==> config.mk <==
export PLATFORM = sky130hd
export DESIGN_NAME = wdt_top
export DESIGN_NICKNAME = d
export VERILOG_FILES = /design/src/rtl/wdt_sync.v /design/src/rtl/wdt_counter.v /design/src/rtl/wdt_top.v
export VERILOG_INCLUDE_DIRS = /design/src /design/src/rtl
export SDC_FILE = /design/constraint.sdc
export NUM_CORES = 1
export LEC_CHECK = 0
export ABC_CLOCK_PERIOD_IN_PS = 4400
export BUFFER_PORTS_ARGS = -buffer_cell sky130_fd_sc_hd__buf_2
export CAP_MARGIN = 30
export CORE_MARGIN = 2
export CORE_UTILIZATION = 40
export DETAILED_ROUTE_END_ITERATION = 16
export HOLD_SLACK_MARGIN = 0.08
export PLACE_DENSITY = 0.67
export SYNTH_ARGS = -nofsm -noshare
export SYNTH_HDL_FRONTEND = slang
export SYNTH_SLANG_ARGS = --single-unit
==> constraint.sdc <==
create_clock -name aclk -period 4.4 [get_ports aclk]
set_input_delay 0.44 -clock aclk [delete_from_list [all_inputs] [get_ports aclk]]
set_output_delay 0.44 -clock aclk [all_outputs]
set_load 0.02 [all_outputs]
==> src/rtl/wdt_defines.vh <==
`ifndef WDT_DEFINES_VH
`define WDT_DEFINES_VH
`define WDT_OFF_CTRL     4'h0
`define WDT_OFF_RELOAD   4'h1
`define WDT_OFF_VALUE    4'h2
`define WDT_OFF_STATUS   4'h3
`define WDT_OFF_CLEAR    4'h4
`define WDT_OFF_LOCK     4'h5
`define WDT_CTRL_EN      0
`define WDT_CTRL_INTEN   1
`define WDT_CTRL_RSTEN   2
`define WDT_CTRL_STALL   3
`define WDT_ST_RAW       0
`define WDT_ST_MASKED    1
`define WDT_ST_LOCKED    2
`define WDT_ST_RUNNING   3
`define WDT_ST_RESET     4
`define WDT_LOCK_KEY     32'h1ACCE551
`define WDT_RELOAD_RST   32'hFFFFFFFF
`define WDT_RESP_OKAY    2'h0
`define WDT_RESP_SLVERR  2'h2
`endif

==> src/rtl/wdt_sync.v <==
`timescale 1ns/1ps
module wdt_sync (
  input  wire aclk,
  input  wire aresetn,
  input  wire d,
  output reg  q
);
  reg meta;
  always @(posedge aclk) begin
    if (!aresetn) begin
      meta <= 1'b0;
      q    <= 1'b0;
    end else begin
      meta <= d;
      q    <= meta;
    end
  end
endmodule

==> src/rtl/wdt_counter.v <==
`timescale 1ns/1ps
`include "wdt_defines.vh"
module wdt_counter #(
  parameter WIDTH = 32
) (
  input  wire             aclk,
  input  wire             aresetn,
  input  wire             run,
  input  wire             hold,
  input  wire             load,
  input  wire [WIDTH-1:0] load_value,
  output reg  [WIDTH-1:0] count,
  output reg              expire
);
  // Zero reached: pulse and refill in the same edge
  always @(posedge aclk) begin
    if (!aresetn) begin
      count  <= `WDT_RELOAD_RST;
      expire <= 1'b0;
    end else begin
      expire <= 1'b0;
      if (load) begin
        count <= load_value;
      end else if (run && !hold) begin
        if (count == {WIDTH{1'b0}}) begin
          count  <= load_value;
          expire <= 1'b1;
        end else begin
          count <= count - {{(WIDTH-1){1'b0}}, 1'b1};
        end
      end
    end
  end
endmodule

==> src/rtl/wdt_top.v <==
`timescale 1ns/1ps
`include "wdt_defines.vh"
module wdt_top #(
  parameter WIDTH = 32
) (
  input  wire        aclk,
  input  wire        aresetn,
  input  wire [31:0] s_axi_awaddr,
  input  wire        s_axi_awvalid,
  output reg         s_axi_awready,
  input  wire [31:0] s_axi_wdata,
  input  wire [3:0]  s_axi_wstrb,
  input  wire        s_axi_wvalid,
  output reg         s_axi_wready,
  output reg  [1:0]  s_axi_bresp,
  output reg         s_axi_bvalid,
  input  wire        s_axi_bready,
  input  wire [31:0] s_axi_araddr,
  input  wire        s_axi_arvalid,
  output reg         s_axi_arready,
  output reg  [31:0] s_axi_rdata,
  output reg  [1:0]  s_axi_rresp,
  output reg         s_axi_rvalid,
  input  wire        s_axi_rready,
  input  wire        debug_halt,
  output reg         irq,
  output reg         reset_request
);
  reg              enable;
  reg              int_enable;
  reg              reset_enable;
  reg              stall_enable;
  reg              locked;
  reg              raw_int;
  reg  [WIDTH-1:0] reload_value;
  reg              aw_held;
  reg              w_held;
  reg  [31:0]      aw_addr;
  reg  [31:0]      w_data;
  reg  [3:0]       w_strb;
  wire             halt_sync;
  wire [WIDTH-1:0] count;
  wire             expire;
  reg              cnt_load;
  reg  [WIDTH-1:0] cnt_load_value;
  reg              wr_go;
  reg  [3:0]       wr_idx;
  reg              wr_ok;
  reg              wr_cfg;
  reg              clr_go;
  reg              zero_reload;
  reg              next_raw;
  reg              next_int_en;

  function [3:0] reg_index;
    input [31:0] addr;
    begin
      reg_index = addr[5:2];
    end
  endfunction

  function addr_valid;
    input [31:0] addr;
    begin
      addr_valid = (addr[31:6] == 26'h0) && (addr[5:2] <= `WDT_OFF_LOCK);
    end
  endfunction

  function [31:0] merge;
    input [31:0] old;
    input [31:0] data;
    input [3:0]  strb;
    integer i;
    begin
      merge = old;
      for (i = 0; i < 4; i = i + 1) begin
        if (strb[i]) begin
          merge[i*8 +: 8] = data[i*8 +: 8];
        end
      end
    end
  endfunction

  wdt_sync u_halt_sync (
    .aclk    (aclk),
    .aresetn (aresetn),
    .d       (debug_halt),
    .q       (halt_sync)
  );

  wdt_counter #(
    .WIDTH (WIDTH)
  ) u_counter (
    .aclk       (aclk),
    .aresetn    (aresetn),
    .run        (enable),
    .hold       (stall_enable & halt_sync),
    .load       (cnt_load),
    .load_value (cnt_load_value),
    .count      (count),
    .expire     (expire)
  );

  // Write decode; fires once both address and data are held
  always @* begin
    wr_go          = aw_held && w_held && !s_axi_bvalid;
    wr_idx         = reg_index(aw_addr);
    wr_ok          = addr_valid(aw_addr);
    wr_cfg         = wr_go && wr_ok && !locked;
    clr_go         = wr_go && wr_ok && (wr_idx == `WDT_OFF_CLEAR);
    cnt_load       = 1'b0;
    cnt_load_value = reload_value;
    zero_reload    = 1'b0;
    if (wr_cfg && wr_idx == `WDT_OFF_RELOAD) begin
      cnt_load_value = merge(reload_value, w_data, w_strb);
      cnt_load       = enable;
      zero_reload    = (cnt_load_value == {WIDTH{1'b0}});
    end else if (clr_go && raw_int && enable) begin
      cnt_load = 1'b1;
    end
    // Set wins over a clear in the same edge
    next_raw = raw_int;
    if ((expire && !raw_int) || zero_reload) begin
      next_raw = 1'b1;
    end else if (clr_go) begin
      next_raw = 1'b0;
    end
    // Irq tracks the mask as it will stand after this edge
    next_int_en = int_enable;
    if (wr_cfg && wr_idx == `WDT_OFF_CTRL && w_strb[0] &&
        (w_data[`WDT_CTRL_EN] || w_data[`WDT_CTRL_INTEN])) begin
      next_int_en = 1'b1;
    end
  end

  always @(posedge aclk) begin
    if (!aresetn) begin
      s_axi_awready <= 1'b0;
      s_axi_wready  <= 1'b0;
      s_axi_bvalid  <= 1'b0;
      s_axi_bresp   <= `WDT_RESP_OKAY;
      aw_held       <= 1'b0;
      w_held        <= 1'b0;
      aw_addr       <= 32'h0;
      w_data        <= 32'h0;
      w_strb        <= 4'h0;
    end else begin
      s_axi_awready <= !aw_held && !s_axi_awready && s_axi_awvalid;
      s_axi_wready  <= !w_held && !s_axi_wready && s_axi_wvalid;
      if (s_axi_awvalid && s_axi_awready) begin
        aw_held <= 1'b1;
        aw_addr <= s_axi_awaddr;
      end
      if (s_axi_wvalid && s_axi_wready) begin
        w_held <= 1'b1;
        w_data <= s_axi_wdata;
        w_strb <= s_axi_wstrb;
      end
      if (wr_go) begin
        aw_held      <= 1'b0;
        w_held       <= 1'b0;
        s_axi_bvalid <= 1'b1;
        s_axi_bresp  <= wr_ok ? `WDT_RESP_OKAY : `WDT_RESP_SLVERR;
      end else if (s_axi_bvalid && s_axi_bready) begin
        s_axi_bvalid <= 1'b0;
      end
    end
  end

  // Configuration and lock state
  always @(posedge aclk) begin
    if (!aresetn) begin
      enable       <= 1'b0;
      int_enable   <= 1'b0;
      reset_enable <= 1'b0;
      stall_enable <= 1'b0;
      locked       <= 1'b0;
      reload_value <= `WDT_RELOAD_RST;
    end else begin
      if (wr_cfg && wr_idx == `WDT_OFF_CTRL && w_strb[0]) begin
        // Enable is sticky; only reset stops a started watchdog
        if (w_data[`WDT_CTRL_EN]) begin
          enable     <= 1'b1;
          int_enable <= 1'b1;
        end
        if (w_data[`WDT_CTRL_INTEN]) begin
          int_enable <= 1'b1;
        end
        reset_enable <= w_data[`WDT_CTRL_RSTEN];
        if (w_data[`WDT_CTRL_STALL]) begin
          stall_enable <= 1'b1;
        end
      end
      if (wr_cfg && wr_idx == `WDT_OFF_RELOAD) begin
        reload_value <= cnt_load_value;
      end
      if (wr_go && wr_ok && wr_idx == `WDT_OFF_LOCK) begin
        locked <= (w_data != `WDT_LOCK_KEY);
      end
    end
  end

  // Timeout status, second timeout and outputs
  always @(posedge aclk) begin
    if (!aresetn) begin
      raw_int       <= 1'b0;
      reset_request <= 1'b0;
      irq           <= 1'b0;
    end else begin
      raw_int <= next_raw;
      if (expire && raw_int && reset_enable) begin
        reset_request <= 1'b1;
      end
      irq <= next_int_en && next_raw;
    end
  end

  // Reads answer on the same edge that takes the address
  always @(posedge aclk) begin
    if (!aresetn) begin
      s_axi_arready <= 1'b0;
      s_axi_rvalid  <= 1'b0;
      s_axi_rdata   <= 32'h0;
      s_axi_rresp   <= `WDT_RESP_OKAY;
    end else begin
      s_axi_arready <= !s_axi_arready && !s_axi_rvalid && s_axi_arvalid;
      if (s_axi_arvalid && s_axi_arready) begin
        s_axi_rvalid <= 1'b1;
        s_axi_rresp  <= addr_valid(s_axi_araddr) ? `WDT_RESP_OKAY : `WDT_RESP_SLVERR;
        s_axi_rdata  <= 32'h0;
        case (reg_index(s_axi_araddr))
          `WDT_OFF_CTRL: begin
            s_axi_rdata[`WDT_CTRL_EN]    <= enable;
            s_axi_rdata[`WDT_CTRL_INTEN] <= int_enable;
            s_axi_rdata[`WDT_CTRL_RSTEN] <= reset_enable;
            s_axi_rdata[`WDT_CTRL_STALL] <= stall_enable;
          end
          `WDT_OFF_RELOAD: s_axi_rdata <= reload_value;
          `WDT_OFF_VALUE:  s_axi_rdata <= count;
          `WDT_OFF_STATUS: begin
            s_axi_rdata[`WDT_ST_RAW]     <= raw_int;
            s_axi_rdata[`WDT_ST_MASKED]  <= raw_int & int_enable;
            s_axi_rdata[`WDT_ST_LOCKED]  <= locked;
            s_axi_rdata[`WDT_ST_RUNNING] <= enable;
            s_axi_rdata[`WDT_ST_RESET]   <= reset_request;
          end
          `WDT_OFF_LOCK: s_axi_rdata <= {31'h0, locked};
          default: s_axi_rdata <= 32'h0;
        endcase
      end else if (s_axi_rvalid && s_axi_rready) begin
        s_axi_rvalid <= 1'b0;
      end
    end
  end
endmodule

==> metrics.md, run 1 <==
| Metric | Value |
|---|---|
| Fin. max-slew vios | 0 |
| Power density of the placed cells | 375.4 nW/um^2 |
| Netlist cell types | 72 |
| Total Wirelength | 23.84 mm |
| Fmax | 324.9 MHz |
| Most used DFF post-synth | dfxtp_1 |
| Clk slew on worst S/H paths | 0.07 ns |
| Slew HR | 37.49% |
| Die W | 147.4 um |
| Crit share post-route | 69.95% |
| Largest net degree at the start of global routing | 67 |
| WL per Instance | 17.21 um |
| Worst-skew pair later-pin latency | 0.44 ns |
| Leakage | 0.003855 uW |
| Register bit count reported by yosys | 182 |
| Required time worst endpoint | 4.73 ns |
| Final core occ | 48.39% |
| Initial Util | 40.68% |
| Avg Cell Area, Syn | 8.305 sq um |
| Fillers | 1960 |
| Final Cell Area | 9792 sq um |
| Critical Path Fanout Max | 24 |
| Clock buffer depth | 2 |
| Worst r2r src | aw_addr[6] |
| I/O Pins | 151 |
| Setup TNS | 0 ns |
| Row cnt | 52 |
| Setup bufs post-CTS | 0 |
| Layout cells sized above 1 | 22.24% |
| Final min period | 3.078 ns |
| Vias per std cell | 5.688 |
| Die height | 147.4 um |
| Core area | 20230 sq um |
| Final setup fails | 0 |
| NumNets Final | 1212 |
| DRC errors left | 0 |
| Final Skew | 0.009402 ns |
| Synthesized area | 8230 sq um |
| Post-synthesis sequential area ratio | 44.27% |
| Sink Count | 182 |
| Area delta synth->final | 18.97% |
| Tot GR Track Use | 22.10% |
| Total grt overflow | 0 |
| Initial DRT Pass Iterations | 5 |
| HP Class | in -> reg |
| HPWL Detailed | 16.66 mm |
| Arrival time worst endpoint | 3.41 ns |
| Number of buffers created by CTS | 17 |
| CP Launch Type | flop |
| Initial antenna violation count | 0 |
| Post-Synthesis Cells | 991 |
| Status | completed |
| Hold slack | 0.2060 ns |
| RSZ-0062 raised after global routing | false |
| Crit end category | flop |
| CTS root buffer | clkbuf_16 |
| Die ar. | 21740 sq um |
| Slowest stage cell, crit path | nor4_1 |
| Worst path max stage delay | 0.63 ns |
| Peak supply drop | 0.0002612 V |
| Max Cap Violations | 0 |
| Port buffer count | 144 |
| First-pass GRT wire length | 38.68 mm |
| Hold path startpoint | debug_halt |
| Post-cts resize count | 0 |
| Worst Tran Pin Value | 0.9353 ns |
| Antenna cells | 0 |
| Remaining antenna violation count | 0 |
| Async SR Flop Fraction | 0% |
| Worst-path cell chain | nor4_1 -> o2111ai_1 -> or3_4 -> nand2_2 -> o21ai_0 -> a221o_1 |
| EDFF count, synth | 0 |
| Fin. Hold Viols | 0 |
| CTS tree | built |
| Via count | 7878 |
| YS warnings | 0 |
| Worst Setup SP | aw_addr[6] |
| Routability Congestion | 0.9371 |
| Hold buffers post-CTS | 0 |
| Dpl cell area | 9129 sq um |
| Initial drt markers | 543 |
| Htree depth | 4 |
| Number of global-route vias before repair | 7362 |
| Setup CP Type | reg -> reg |
==> area by class of cell <==
| class | instances | area, sq um | share of cell area [%] |
|---|---|---|---|
| multi-input cells | 717 | 4204 | 42.93 |
| flip-flops and latches | 182 | 3643 | 37.21 |
| repair buffers | 161 | 855.8 | 8.740 |
| clock buffers | 17 | 425.4 | 4.344 |
| well taps | 270 | 337.8 | 3.450 |
| clock inverters | 15 | 237.7 | 2.428 |
| inverters | 23 | 87.58 | 0.8945 |
==> state kept, by name, indices dropped and copies added, names as in the netlist, 4 cells and up <==
register	cells
aw_addr	30
s_axi_rdata	32
u_counter.count	32
reload_value	32
w_strb	4
w_data	32
==> per-stage QoR <==
step	setup WS [ns]	instances	power, uW
final	1.322	1385	3676
after floorplan	2.001	992	1889
after global routing	1.133	1385	3791
after detailed placement	1.352	1353	1995
after CTS	1.327	1385	3695
after global placement	1.375	1352	1993
==> power by group <==
group | switching [uW] | internal [uW] | leakage (uW)
Sequential | 29.7 | 1680 | 0.00148
Combinational | 152 | 93.4 | 0.00206
Clock | 695 | 1020 | 0.000318
Total | 877 | 2800 | 0.00385
==> placed cells by master (no fill, tap or decap), types with 7 or more instances in the layout <==
cell type / synthesis / final
a221oi_1: 27 / 27
or2_2: 14 / 14
nor4_1: 37 / 37
buf_2: 11 / 144
a32oi_1: 16 / 16
nand2_1: 179 / 179
clkbuf_16: 0 / 17
dfxtp_1: 182 / 182
a22oi_1: 8 / 8
nor3_1: 51 / 50
buf_4: 4 / 16
mux2_2: 19 / 19
o2bb2ai_1: 7 / 7
o21ai_0: 37 / 37
a21oi_1: 86 / 86
o211ai_1: 7 / 7
nand3_1: 19 / 19
nand4_1: 23 / 23
inv_1: 23 / 22
mux2i_1: 27 / 27
nor2_1: 66 / 65
==> cell families (layout without fill, tap and decap cells) <==
kind of cell	count (synthesis)	after routing	share of synthesized area [%]
AND/OR/NAND/NOR	443	443	26.38
AO/OA/AOI/OAI	221	221	17.57
flip-flops	182	182	44.27
buffers and inverters	93	216	4.865
multiplexers	49	49	6.567
adder cells (fa/ha/maj)	2	2	0.3040
other	1	2	0.04556
==> worst max-delay path: cells and delay by family, from the launching register on <==
family,cells,cell delay (ns)
and+or+nand+nor,3,1.64
DFF,1,0.31
AOI/OAI and AO/OA,3,1.00
==> path summary, 6_finish.rpt <==
| path | endpoint | slack [ns] | depth (start not counted) |
|---|---|---|---|
| worst min-delay path | u_halt_sync.meta | 0.21 | 2 |
| worst max-delay path | u_counter.count[15] | 1.32 | 6 |
| worst max register to register | u_counter.count[15] | 1.32 | 6 |
| worst min register to register | u_halt_sync.q | 0.43 | 1 |
==> cell usage after synthesis, types with 2 or more instances <==
| cell type | number | area (sq um) |
|---|---|---|
| dfxtp_1 | 182 | 3643 |
| nand2_1 | 179 | 671.9 |
| a21oi_1 | 86 | 430.4 |
| nor2_1 | 66 | 247.7 |
| clkbuf_1 | 52 | 195.2 |
| nor3_1 | 51 | 255.2 |
| nor4_1 | 37 | 231.5 |
| o21ai_0 | 37 | 185.2 |
| a221oi_1 | 27 | 236.5 |
| mux2i_1 | 27 | 270.3 |
| inv_1 | 23 | 86.33 |
| nand4_1 | 23 | 143.9 |
| mux2_2 | 19 | 214.0 |
| nand3_1 | 19 | 95.09 |
| a32oi_1 | 16 | 140.1 |
| or2_2 | 14 | 87.58 |
| buf_2 | 11 | 55.05 |
| a22oi_1 | 8 | 60.06 |
| o211ai_1 | 7 | 52.55 |
| o2bb2ai_1 | 7 | 61.31 |
| and2_1 | 6 | 37.54 |
| and3_1 | 6 | 37.54 |
| nor3b_1 | 6 | 45.04 |
| and4_1 | 5 | 43.79 |
| or3_1 | 5 | 31.28 |
| a211oi_1 | 4 | 30.03 |
| buf_4 | 4 | 30.03 |
| nand2b_1 | 4 | 25.02 |
| buf_6 | 3 | 33.78 |
| o21ai_1 | 3 | 15.01 |
| a21o_1 | 2 | 15.01 |
| a311oi_1 | 2 | 17.52 |
| a41oi_1 | 2 | 17.52 |
| ha_1 | 2 | 25.02 |
| mux4_2 | 2 | 45.04 |
| nand3_2 | 2 | 20.02 |
| nand3b_1 | 2 | 15.01 |
| nand4_2 | 2 | 25.02 |
| nor3_2 | 2 | 20.02 |
| nor4b_1 | 2 | 17.52 |
| o221ai_1 | 2 | 17.52 |
| or4_1 | 2 | 15.01 |
==> metal layers <==
metal,vias to the layer above,part of all wire (%),track usage (%)
li1,3838,-,-
met1,3697,46,30.42
met2,311,45,34.14
met3,32,7.2,5.309
met4,0,2.0,7.500
met5,-,0,0
Note: power is estimated with default switching activity, not from simulation.
==> run 2: changes to the inputs <==
--- a/config.mk
+++ b/config.mk
@@ -6,14 +6,14 @@
 export SDC_FILE = /design/constraint.sdc
 export NUM_CORES = 1
 export LEC_CHECK = 0
-export ABC_CLOCK_PERIOD_IN_PS = 4400
+export ABC_CLOCK_PERIOD_IN_PS = 2800
 export BUFFER_PORTS_ARGS = -buffer_cell sky130_fd_sc_hd__buf_2
 export CAP_MARGIN = 30
 export CORE_MARGIN = 2
 export CORE_UTILIZATION = 40
 export DETAILED_ROUTE_END_ITERATION = 16
 export HOLD_SLACK_MARGIN = 0.08
-export PLACE_DENSITY = 0.67
+export PLACE_DENSITY = 0.69
 export SYNTH_ARGS = -nofsm -noshare
 export SYNTH_HDL_FRONTEND = slang
 export SYNTH_SLANG_ARGS = --single-unit
==> constraint.sdc (replaced) <==
create_clock -name aclk -period 2.8 [get_ports aclk]
set_input_delay 0.28 -clock aclk [delete_from_list [all_inputs] [get_ports aclk]]
set_output_delay 0.28 -clock aclk [all_outputs]
set_load 0.02 [all_outputs]
==> run 2 against run 1 <==
Compared with the run above:
- first-iteration DRC count increased by 21%
- worst setup slack got worse by 1.2 ns
- non-clock buffer count increased by 58
- clock skew decreased by 0.0023 ns
- sequential power increased by 57%
- clock power increased by 44%
- cell count increased by 4.2%
- critical path depth unchanged
- count of clock-buffer cells in the layout increased by 4
- combinational power increased by 78%
==> metrics.md, run 2 (synthesis results as in run 1) <==
| Metric | Value |
|---|---|
| Max Cap Violations | 0 (unchanged) |
| HP Class | in -> reg (unchanged) |
| Total Wirelength | 24.80 mm (was 23.84 mm) |
| Number of buffers created by CTS | 17 (unchanged) |
| Power density of the placed cells | 545.2 nW/um^2 (was 375.4 nW/um^2) |
| Fillers | 1912 (was 1960) |
| Vias per std cell | 5.584 (was 5.688) |
| Die height | 147.4 um (unchanged) |
| Routability Congestion | 0.9055 (was 0.9371) |
| Fin. max-slew vios | 0 (unchanged) |
| Row cnt | 52 (unchanged) |
| Layout cells sized above 1 | 22.85% (was 22.24%) |
| Hold worst-path end | w_data[16] (was u_halt_sync.meta) |
| Antenna cells | 0 (unchanged) |
| Clock buffer depth | 2 (unchanged) |
| Reg-to-reg slack, setup | 0.16 ns (was 1.32 ns) |
| Die ar. | 21740 sq um (unchanged) |
| I/O Pins | 151 (unchanged) |
| Arrival time worst endpoint | 2.96 ns (was 3.41 ns) |
| CP Launch Type | flop (unchanged) |
| Setup CP Type | reg -> reg (unchanged) |
| Initial drt markers | 657 (was 543) |
| Crit Reg-Reg Endpoint | u_counter.count[30] (was u_counter.count[15]) |
| Fin. Hold Viols | 0 (unchanged) |
| Largest net degree at the start of global routing | 56 (was 67) |
| Status | completed (unchanged) |
| Final min period | 2.635 ns (was 3.078 ns) |
| Initial Util | 40.68% (unchanged) |
| Worst r2r src | aw_addr[21] (was aw_addr[6]) |
| Initial DRT Pass Iterations | 5 (unchanged) |
| R2R cell count | 6 (unchanged) |
| Slowest stage cell, crit path | or3_4 (was nor4_1) |
| Required time worst endpoint | 3.13 ns (was 4.73 ns) |
| Worst Tran Pin Value | 0.9169 ns (was 0.9353 ns) |
| Tot GR Track Use | 23.24% (was 22.10%) |
| Register area | 3643 sq um (unchanged) |
| Core area | 20230 sq um (unchanged) |
| Final setup fails | 0 (unchanged) |
| Fmax | 379.5 MHz (was 324.9 MHz) |
| DRC errors left | 0 (unchanged) |
| Crit end category | flop (unchanged) |
| Critical Path Fanout Max | 19 (was 24) |
| Hold slack | 0.08858 ns (was 0.2060 ns) |
| Leading cell types in the layout, fill and taps excluded | dfxtp_1, nand2_1, buf_2 (unchanged) |
| Setup bufs post-CTS | 0 (unchanged) |
| Die W | 147.4 um (unchanged) |
| Grt met2 use | 36.96% (was 34.14%) |
| First-pass GRT wire length | 40.64 mm (was 38.68 mm) |
| Crit share post-route | 94.12% (was 69.95%) |
| CTS root buffer | clkbuf_16 (unchanged) |
| CTS tree | built (unchanged) |
| Cells after DPL | 1375 (was 1353) |
| GRT met3 Usage | 4.414% (was 5.309%) |
| Hold path startpoint | s_axi_wdata[16] (was debug_halt) |
| Port buffer count | 144 (unchanged) |
| M1 GR Usage | 32.44% (was 30.42%) |
| Htree depth | 4 (unchanged) |
| Footprint of the multi-input gates | 4207 sq um (was 4204 sq um) |
| Commonest non-fill, non-tap cell in the layout | dfxtp_1 (unchanged) |
| Final Skew | 0.007099 ns (was 0.009402 ns) |
| Area delta synth->final | 24.95% (was 18.97%) |
| PnR Total Power | 5607 uW (was 3676 uW) |
| HPWL Detailed | 17.57 mm (was 16.66 mm) |
| Hold path depth | 3 (was 2) |
| RSZ-0062 raised after global routing | false (unchanged) |
| Leakage | 0.004091 uW (was 0.003855 uW) |
| Worst-skew pair later-pin latency | 0.44 ns (about the same) |
| NumNets Final | 1270 (was 1212) |
| WL per Instance | 17.19 um (was 17.21 um) |
| Busiest grt layer | met2 (unchanged) |
| Initial antenna violation count | 0 (unchanged) |
| Number of global-route vias before repair | 7728 (was 7362) |
| Worst path max stage delay | 0.56 ns (was 0.63 ns) |
| Remaining antenna violation count | 0 (unchanged) |
| Finished Layout Cells | 1443 (was 1385) |
| Setup TNS | 0 ns (unchanged) |
| Sink Count | 182 (unchanged) |
| Clk slew on worst S/H paths | 0.07 ns (about the same) |
| Slew HR | 38.73% (was 37.49%) |
| Via count | 8058 (was 7878) |
| Total grt overflow | 0 (unchanged) |
| Worst-path cell chain | or4_1 -> or3_1 -> or3_4 -> a21oi_2 -> nand2_1 -> a31o_2 (was nor4_1 -> o2111ai_1 -> or3_4 -> nand2_2 -> o21ai_0 -> a221o_1) |
| Peak supply drop | 0.0004304 V (was 0.0002612 V) |
## run 2: worst max-delay path by stage
| stage | to | startpoint | cells past startpoint | slack, ns |
|---|---|---|---|---|
| 6_report | u_counter.count[30] | aw_addr[21] | 6 | 0.16 |
| 4_1_cts | u_counter.count[28] | u_counter.count[0] | 8 | 0.17 |
| 3_5_place_dp | u_counter.count[30] | aw_addr[21] | 6 | 0.19 |
| 5_1_grt | u_counter.count[30] | aw_addr[21] | 6 | 0.04 |
| 2_1_floorplan | u_counter.count[28] | u_counter.count[0] | 8 | 0.40 |
| 3_3_place_gp | u_counter.count[30] | aw_addr[21] | 6 | 0.22 |
## run 2: final cells by class
cell class	count	area share [%]
multi-input cells	717	40.91
clock buffers	21	4.477
flip-flops and latches	182	35.43
repair buffers	219	13.60
well taps	270	3.285
clock inverters	11	1.448
inverters	23	0.8517
## run 2: timing repair
| item | 4_1_cts | 5_1_grt |
|---|---|---|
| hold endpoints to repair | 35 | 1 |
| hold buffers | 35 | 1 |
| resized for setup | 0 | 1 |
| setup endpoints to repair | 0 | 1 |
## run 2: through the flow
step | utilization (%) | cell area, sq um | setup WS (ns)
after floorplan | - | 8234 | 0.4010
after detailed placement | 46.01 | 9309 | 0.1863
after global placement | 46.01 | 9309 | 0.2220
after CTS | 50.75 | 10270 | 0.1669
after global routing | 50.82 | 10280 | 0.04101
final | 50.82 | 10280 | 0.1647
## run 2: per-layer routing
metal	routed length, um	share of wire [%]
met5	0	0
met4	494	2.0
met3	1656	6.7
met2	11180	45
met1	11470	46
## run 2: worst max-delay path, delay by kind of cell, from the launching register on
family          cells  cell delay, ns
simple gates        4            1.65
compound gates      2            0.56
flops               1            0.31
## run 2: where the power goes
| part | switching (uW) | internal, uW | total [uW] |
|---|---|---|---|
| registers | 46.4 | 2640 | 2690 |
| clock network | 1020 | 1450 | 2480 |
| logic | 251 | 186 | 437 |
